**src/include/scs_consts.svh**
```systemverilog
`ifndef SCS_CONSTS_SVH
`define SCS_CONSTS_SVH
// register word offsets (byte addresses = index * 4)
`define SCS_IDX_SLEW        16'h1C16
`define SCS_IDX_PULL        16'h1C18
`define SCS_IDX_DEBUG_CLOCK_OUTPUT_PIN_CFG  16'h1C20
`define SCS_IDX_CPU_ST3     16'h1C21
`define SCS_IDX_USB_PWR     16'h1C22
`define SCS_IDX_STATUS      16'h1C23
// field positions
`define SCS_CFG_SRC_LSB     0
`define SCS_CFG_SRC_W       2
`define SCS_ST3_OFF_BIT     0
`define SCS_PULL_EXTERNAL_CLOCK_INPUT_PIN_BIT  0
`define SCS_SLEW_DEBUG_CLOCK_OUTPUT_PIN_BIT 0
`define SCS_USB_OSC_BIT     0
`define SCS_USB_LDO_BIT     1
// reset values
`define SCS_RST_SLEW        16'h0000
`define SCS_RST_PULL        16'h0001
`define SCS_RST_CFG         16'h0000
`define SCS_RST_ST3         16'h0000
`define SCS_RST_USB         16'h0000
`endif

```
**src/include/scs_pkg.sv**
```systemverilog
package scs_pkg;
  typedef enum logic [1:0] {
    SCS_SRC_SYS,
    SCS_SRC_PLL_IN,
    SCS_SRC_PLL_OUT,
    SCS_SRC_REF
  } scs_src_t;
  typedef enum logic [1:0] {
    SCS_BUS_IDLE,
    SCS_BUS_ACK
  } scs_bus_state_t;
endpackage : scs_pkg

```
**src/design/scs_clk_mux.sv**
```systemverilog
`timescale 1ns/10ps
`default_nettype none
// registered four-way clock tap selector
module scs_clk_mux (
  input  wire logic       i_clk,
  input  wire logic       i_rst,
  input  wire logic [1:0] i_sel,
  input  wire logic [3:0] i_taps,
  output var  logic       o_tap
);
  wire logic picked;
  assign picked = i_taps[i_sel];
  always_ff @(posedge i_clk or posedge i_rst) begin
    if (i_rst) o_tap <= 1'b0;
    else       o_tap <= picked;
  end
endmodule : scs_clk_mux
`default_nettype wire

```
**src/design/scs_clock_ctrl.sv**
```systemverilog
`timescale 1ns/10ps
`default_nettype none
`include "scs_consts.svh"
module scs_clock_ctrl (
  input  wire logic        i_clk,
  input  wire logic        i_rst,
  input  wire logic        i_clk_sel_strap,
  input  wire logic        i_usb_osc_clk,
  input  wire logic        i_ext_clk_in,
  input  wire logic [3:0]  i_gen_taps,
  input  wire logic [17:0] avs_address,
  input  wire logic        avs_read,
  input  wire logic        avs_write,
  input  wire logic [31:0] avs_writedata,
  input  wire logic [3:0]  avs_byteenable,
  output var  logic [31:0] avs_readdata,
  output var  logic        avs_waitrequest,
  output var  logic        o_sys_clk_src,
  output var  logic        o_use_ext_clk,
  output var  logic        o_usb_osc_en,
  output var  logic        o_usb_regulator_enable,
  output var  logic        o_debug_clock_output_pin,
  output var  logic        o_debug_clock_oe,
  output var  logic        o_debug_clock_pulldown_en,
  output var  logic        o_debug_clock_fast_slew,
  output var  logic        o_ext_clk_pulldown_en
);
  scs_pkg::scs_bus_state_t st_r;
  logic        strap_r;
  logic        strap_live_r;
  logic [15:0] slew_r;
  logic [15:0] pull_r;
  logic [15:0] cfg_r;
  logic [15:0] st3_r;
  logic [15:0] usb_r;
  logic [1:0]  src_sel;
  logic        tap;

  // word index from byte address
  wire logic [15:0] idx;
  wire logic        req;
  wire logic        wr_go;
  wire logic        hit_slew;
  wire logic        hit_pull;
  wire logic        hit_cfg;
  wire logic        hit_st3;
  wire logic        hit_usb;
  wire logic        hit_stat;
  wire logic [15:0] rd_word;
  wire logic [15:0] usb_eff;
  wire logic        drv_off;
  wire logic        sys_src;
  wire logic [15:0] slew_nxt;
  wire logic [15:0] pull_nxt;
  wire logic [15:0] cfg_nxt;
  wire logic [15:0] st3_nxt;
  wire logic [15:0] usb_nxt;

  function automatic logic [15:0] merge16(input logic [15:0] old,
                                          input logic [31:0] wd,
                                          input logic [3:0]  be);
    merge16 = {be[1] ? wd[15:8] : old[15:8], be[0] ? wd[7:0] : old[7:0]};
  endfunction : merge16

  assign idx      = avs_address[17:2];
  assign req      = avs_read | avs_write;
  // write lands on the edge at which the master sees waitrequest low
  assign wr_go    = avs_write & (st_r == scs_pkg::SCS_BUS_ACK);
  assign hit_slew = (idx == `SCS_IDX_SLEW);
  assign hit_pull = (idx == `SCS_IDX_PULL);
  assign hit_cfg  = (idx == `SCS_IDX_DEBUG_CLOCK_OUTPUT_PIN_CFG);
  assign hit_st3  = (idx == `SCS_IDX_CPU_ST3);
  assign hit_usb  = (idx == `SCS_IDX_USB_PWR);
  assign hit_stat = (idx == `SCS_IDX_STATUS);
  // strap low forces usb oscillator and regulator on
  assign usb_eff  = strap_r ? usb_r
                  : (usb_r | (16'h0001 << `SCS_USB_OSC_BIT) | (16'h0001 << `SCS_USB_LDO_BIT));
  assign rd_word  = hit_slew ? slew_r :
                    hit_pull ? pull_r :
                    hit_cfg  ? cfg_r  :
                    hit_st3  ? st3_r  :
                    hit_usb  ? usb_eff :
                    hit_stat ? {15'h0000, strap_r} : 16'h0000;
  assign drv_off  = st3_r[`SCS_ST3_OFF_BIT];
  // strap high selects external input, else usb oscillator
  assign sys_src  = strap_r ? i_ext_clk_in : i_usb_osc_clk;
  assign src_sel  = cfg_r[`SCS_CFG_SRC_LSB +: `SCS_CFG_SRC_W];

  // selection of generator tap for the output pin
  scs_clk_mux u_mux (
    .i_clk  (i_clk),
    .i_rst  (i_rst),
    .i_sel  (src_sel),
    .i_taps (i_gen_taps),
    .o_tap  (tap)
  );

  // strap sampled once, on the first edge after reset release, frozen from then on
  always_ff @(posedge i_clk or posedge i_rst) begin
    if (i_rst) strap_live_r <= 1'b1;
    else       strap_live_r <= 1'b0;
  end
  always_ff @(posedge i_clk or posedge i_rst) begin
    if (i_rst) strap_r <= 1'b0;
    else if (strap_live_r) strap_r <= i_clk_sel_strap;
  end

  // one wait cycle per access: request seen in idle, answered next cycle
  always_ff @(posedge i_clk or posedge i_rst) begin
    if (i_rst) st_r <= scs_pkg::SCS_BUS_IDLE;
    else if (st_r == scs_pkg::SCS_BUS_IDLE && req) st_r <= scs_pkg::SCS_BUS_ACK;
    else st_r <= scs_pkg::SCS_BUS_IDLE;
  end
  always_ff @(posedge i_clk or posedge i_rst) begin
    if (i_rst) avs_waitrequest <= 1'b1;
    else       avs_waitrequest <= ~(st_r == scs_pkg::SCS_BUS_IDLE && req);
  end
  always_ff @(posedge i_clk or posedge i_rst) begin
    if (i_rst) avs_readdata <= 32'h00000000;
    else       avs_readdata <= {16'h0000, rd_word};
  end

  // next values: a register holds unless a completed write hits it
  assign slew_nxt = (wr_go && hit_slew) ? merge16(slew_r, avs_writedata, avs_byteenable)
                                        : slew_r;
  assign pull_nxt = (wr_go && hit_pull) ? merge16(pull_r, avs_writedata, avs_byteenable)
                                        : pull_r;
  assign cfg_nxt  = (wr_go && hit_cfg)  ? merge16(cfg_r, avs_writedata, avs_byteenable)
                                        : cfg_r;
  assign st3_nxt  = (wr_go && hit_st3)  ? merge16(st3_r, avs_writedata, avs_byteenable)
                                        : st3_r;
  // usb bits stay writable; strap low overrides them on the way out
  assign usb_nxt  = (wr_go && hit_usb)  ? merge16(usb_r, avs_writedata, avs_byteenable)
                                        : usb_r;

  always_ff @(posedge i_clk or posedge i_rst) begin
    if (i_rst) slew_r <= `SCS_RST_SLEW;
    else       slew_r <= slew_nxt;
  end

  // pulldown inhibited out of reset
  always_ff @(posedge i_clk or posedge i_rst) begin
    if (i_rst) pull_r <= `SCS_RST_PULL;
    else       pull_r <= pull_nxt;
  end

  always_ff @(posedge i_clk or posedge i_rst) begin
    if (i_rst) cfg_r <= `SCS_RST_CFG;
    else       cfg_r <= cfg_nxt;
  end

  // driver on after reset until boot code sets the off bit
  always_ff @(posedge i_clk or posedge i_rst) begin
    if (i_rst) st3_r <= `SCS_RST_ST3;
    else       st3_r <= st3_nxt;
  end

  // off unless strap forces
  always_ff @(posedge i_clk or posedge i_rst) begin
    if (i_rst) usb_r <= `SCS_RST_USB;
    else       usb_r <= usb_nxt;
  end

  // one-cycle lag on the source sample; only which clock runs matters
  always_ff @(posedge i_clk or posedge i_rst) begin
    if (i_rst) o_sys_clk_src <= 1'b0;
    else       o_sys_clk_src <= sys_src;
  end

  always_ff @(posedge i_clk or posedge i_rst) begin
    if (i_rst) o_use_ext_clk <= 1'b0;
    else       o_use_ext_clk <= strap_r;
  end

  // usb enables read 1 during reset since the strap is not latched yet
  always_ff @(posedge i_clk or posedge i_rst) begin
    if (i_rst) o_usb_osc_en <= 1'b1;
    else       o_usb_osc_en <= usb_eff[`SCS_USB_OSC_BIT];
  end

  always_ff @(posedge i_clk or posedge i_rst) begin
    if (i_rst) o_usb_regulator_enable <= 1'b1;
    else       o_usb_regulator_enable <= usb_eff[`SCS_USB_LDO_BIT];
  end

  // pin held low while tristated so the pad never sees a stale tap
  always_ff @(posedge i_clk or posedge i_rst) begin
    if (i_rst) o_debug_clock_output_pin <= 1'b0;
    else       o_debug_clock_output_pin <= tap & ~drv_off;
  end

  always_ff @(posedge i_clk or posedge i_rst) begin
    if (i_rst) o_debug_clock_oe <= 1'b1;
    else       o_debug_clock_oe <= ~drv_off;
  end

  always_ff @(posedge i_clk or posedge i_rst) begin
    if (i_rst) o_debug_clock_pulldown_en <= 1'b0;
    else       o_debug_clock_pulldown_en <= drv_off;
  end

  always_ff @(posedge i_clk or posedge i_rst) begin
    if (i_rst) o_debug_clock_fast_slew <= 1'b0;
    else       o_debug_clock_fast_slew <= slew_r[`SCS_SLEW_DEBUG_CLOCK_OUTPUT_PIN_BIT];
  end

  always_ff @(posedge i_clk or posedge i_rst) begin
    if (i_rst) o_ext_clk_pulldown_en <= 1'b0;
    else       o_ext_clk_pulldown_en <= ~pull_r[`SCS_PULL_EXTERNAL_CLOCK_INPUT_PIN_BIT];
  end
endmodule : scs_clock_ctrl
`default_nettype wire

```
**config.mk**
```make
export PLATFORM = sky130hd
export DESIGN_NAME = scs_clock_ctrl
export DESIGN_NICKNAME = d
export VERILOG_FILES = /design/src/include/scs_pkg.sv /design/src/design/scs_clk_mux.sv /design/src/design/scs_clock_ctrl.sv
export VERILOG_INCLUDE_DIRS = /design/src /design/src/include
export SDC_FILE = /design/constraint.sdc
export NUM_CORES = 1
export LEC_CHECK = 0
export BUFFER_PORTS_ARGS = -buffer_cell sky130_fd_sc_hd__buf_4
export CAP_MARGIN = 40
export CORE_MARGIN = 4
export CORE_UTILIZATION = 54
export CTS_BUF_LIST = sky130_fd_sc_hd__clkbuf_4 sky130_fd_sc_hd__clkbuf_8 sky130_fd_sc_hd__clkbuf_16
export DETAILED_ROUTE_END_ITERATION = 10
export PLACE_DENSITY_LB_ADDON = 0.05
export SETUP_SLACK_MARGIN = 0.15
export SLEW_MARGIN = 10
export SYNTH_ARGS = -nofsm -noshare
export SYNTH_HDL_FRONTEND = slang
export SYNTH_HIERARCHICAL = 1
export SYNTH_SLANG_ARGS = --single-unit
```
**constraint.sdc**
```tcl
create_clock -name i_clk -period 4.7 [get_ports i_clk]
set_clock_uncertainty 0.15 [all_clocks]
set_input_delay 1.41 -clock i_clk [delete_from_list [all_inputs] [get_ports i_clk]]
set_output_delay 1.41 -clock i_clk [all_outputs]
set_load 0.005 [all_outputs]
```
==> results by group <==
Run status
  – Outcome: complete, no violations

CTS
  – H-tree depth: 3
  – Total CTS buffers: 9
  – Longest Clk Path Bufs: 2
  – Skew-Pair Late Insertion Delay: 0.37 ns
  – Worst-path clk slew: between 0.1 and 0.15 ns
  – Root Buffer: clkbuf_8
  – Clock tree sinks: 110
  – TritonCTS clock tree: yes
  – # Post-CTS Setup Buffers: 0
  – Post-cts hold buffer count: 0
  – CTS resizes: 0

Synthesis
  – Sequential area share after synthesis: 56.0%
  – Synth Flop Type: dfrtp_1
  – Synth Instances: between 300 and 400
  – Async SR Flop Fraction: between 90% and 100%
  – Synth area leaders: dfrtp_1 (53%), mux2_2 (18%), dfstp_2 (3.2%), buf_4 (2.6%), nand2_1 (2.4%)
  – Cell variety after synth: 44
  – Most area-hungry cell type in the Yosys netlist: dfrtp_1
  – Synthesized area per cell: about 14 um2
  – Warnings from Yosys: 6
  – Post-synth top area share: 52.8%
  – Cell Area, Synth: 4930 um2
  – Synth top cells by count: dfrtp_1 (104), mux2_2 (77), nand2_1 (32)
  – Seq cells post-synth: 110
  – Top-count cell post-synth: dfrtp_1
  – Post-synth EDFFs: 0

Setup path
  – CP Class: input pin to flop
  – Crit path top cell by count: buf_4
  – CP max stage delay: between 0.7 and 0.8 ns
  – Crit start category: input pin
  – Worst setup EP type: flop
  – Crit-path slowest cell: or4b_1
  – Crit path cell chain: buf_4, or4b_1, nor3_1, buf_4, nor2b_1, a222oi_1, inv_1
  – CP arrival: between 3 and 4 ns
  – Worst-path maximum fanout: 12
  – Critical path required time: between 4 and 5 ns

Placement
  – DPL Wire Length: 7020 um
  – I/O Buffers: 70
  – Routability cong.: between 0.7 and 0.8
  – Inst Count DP: roughly 540
  – Area after DPL: approximately 5500 um2

Floorplan
  – # rows: 34
  – Initial Util: 56.0%
  – Core ar.: roughly 8800 um2
  – I/O Pins: ~110
  – Die width: 104 um
  – Die ar.: approximately 11,000 um2
  – Die Ht: slightly above 100 um

Power and ir drop
  – Overall power: 0.00165 W
  – Power Dens Cells: roughly 290 nW/um2
  – VDD IR-drop max: between 0.15 and 0.2 mV
  – Lkg Pwr: around 3 nW

Drt
  – Post-route DRC: 0
  – Post-Route WL: slightly above 10,000 um
  – First-pass iteration count of the detailed router: 4
  – WL/cell: approximately 18 um
  – Met2 wire len: a little over 5000 um
  – Met1 Routed Length: 4650 um
  – Met3 Wirelength: roughly 370 um
  – Vias per cell: about 5.6
  – Post-route ant nets: 0
  – Vias: roughly 3,000
  – DR top layer: met4
  – Initial drt markers: 104

Layout
  – N_diodes: 0
  – Design Area, Final: ~5700 um2
  – Fraction of layout cells with a size suffix above 1: 45.8%
  – Core Util, Final: roughly two thirds
  – Cell Count, Final, Fillers Out: between 500 and 600
  – Nets@finish: between 500 and 600
  – Synth-to-Final Area Change: 16.1%

Timing
  – Endpoints failing setup: 0
  – Tcrit/Tclk final: between 70% and 80%
  – Relative slew slack: a little under half
  – Minimum clock period: approximately 3.5 ns
  – Final Hold Vio Count: 0
  – Slew Viols, Final: 0
  – Worst-margin pin slew: 0.778 ns
  – Max Clock Freq: around 290 MHz
  – Setup TNS: 0 ns
  – RSZ-0062 raised after global routing: false

Global route
  – Initial antenna violation count: 0
  – Vias in the first global route: between 3,000 and 4,000
  – Largest net degree at the start of global routing: 49
  – Total congestion overflow: 0
  – GRT Overall Usage: 19.7%
  – First-pass GRT wire length: around 17,000 um

Worst hold path
  – Hold Crit Class: flop to flop

Run
  – Max_cap viols: 0
[sequential cells by signal, indices dropped and copies added, names as in the netlist, 16 cells and up]
signal	count
avs_readdata	16
usb_r	16
slew_r	16
cfg_r	16
pull_r	16
st3_r	16
[final timing paths]
check	start	to	slack (ns)	cells past startpoint
max reg2reg	st_r[0]$_DFF_PP0_	usb_r[7]$_DFFE_PP0P_	2.89	3
max	avs_address[15]	avs_readdata[1]$_DFF_PP0_	1.24	7
max in group asynchronous	i_rst	pull_r[0]$_DFFE_PP1P_	2.83	3
min	slew_r[0]$_DFFE_PP0P_	o_debug_clock_fast_slew$_DFF_PP0_	0.27	0
min in group asynchronous	i_rst	u_mux/o_tap$_DFF_PP0_	0.74	2
min reg2reg	slew_r[0]$_DFFE_PP0P_	o_debug_clock_fast_slew$_DFF_PP0_	0.27	0
[power breakdown]
group          internal, W  switching, W  total [W]
sequential        0.000956    0.00000376   0.000959
combinational    0.0000449     0.0000566   0.000102
clock             0.000273      0.000319   0.000592
total              0.00127      0.000379    0.00165
[through the flow]
stage	hold slack, ns	setup WS, ns
after floorplan	0.220	0.276
after global placement	0.252	0.899
after detailed placement	0.256	0.855
after CTS	0.272	1.25
after global routing	0.287	1.06
final	0.273	1.24
[logic make-up (layout without fill, tap and decap cells)]
family,count (synthesis),count (layout),synth area share [%]
mux,89,89,20.9
buf+inv,37,101,5.00
simple gates,83,83,12.0
compound gates,43,43,6.04
other cells,1,17,0.0760
flops,110,110,56.0
[worst max-delay path: cells and delay by family]
family | cells | cell delay [ns]
AND/OR/NAND/NOR | 3 | 1.54
AO/OA/AOI/OAI | 1 | 0.23
buffers and inverters | 3 | 0.43
[per-layer routing]
metal	GRT usage (%)	vias to the layer above
li1	-	1414
met1	27.8	1580
met2	32.2	65
met3	3.05	8
met4	5.13	0
met5	0	-
[cell type report]
class | count | area (um2)
Clock buffer | 11 | 145
Fill cell | 687 | 3080
Clock inverter | 5 | 65.1
Sequential cell | 110 | 2760
Inverter | 7 | 28.8
Multi-Input combinational cell | 232 | 1990
Timing Repair Buffer | 78 | 606
Tap cell | 108 | 135
[layout by cell type, fill, tap and decap left out, drive strengths merged]
| cell | netlist | final |
|---|---|---|
| a21o | 1 | 1 |
| a21oi | 2 | 2 |
| a222oi | 2 | 2 |
| a22o | 9 | 9 |
| a22oi | 13 | 13 |
| a32oi | 1 | 1 |
| and2b | 1 | 1 |
| and3 | 2 | 2 |
| buf | 25 | 78 |
| bufinv | 0 | 1 |
| clkbuf | 5 | 11 |
| clkinv | 0 | 2 |
| conb | 1 | 17 |
| dfrtp | 104 | 104 |
| dfstp | 6 | 6 |
| inv | 7 | 9 |
| mux2 | 82 | 82 |
| mux2i | 5 | 5 |
| mux4 | 2 | 2 |
| nand2 | 36 | 36 |
| nand2b | 3 | 3 |
| nand3 | 15 | 15 |
| nand3b | 2 | 2 |
| nand4bb | 1 | 1 |
| nor2 | 5 | 5 |
| nor2b | 3 | 3 |
| nor3 | 2 | 2 |
| nor4 | 4 | 4 |
| nor4b | 1 | 1 |
| o21ai | 15 | 15 |
| or2 | 1 | 1 |
| or3 | 1 | 1 |
| or4 | 1 | 1 |
| or4b | 5 | 5 |
No activity file was read; power rests on OpenSTA's default activity.
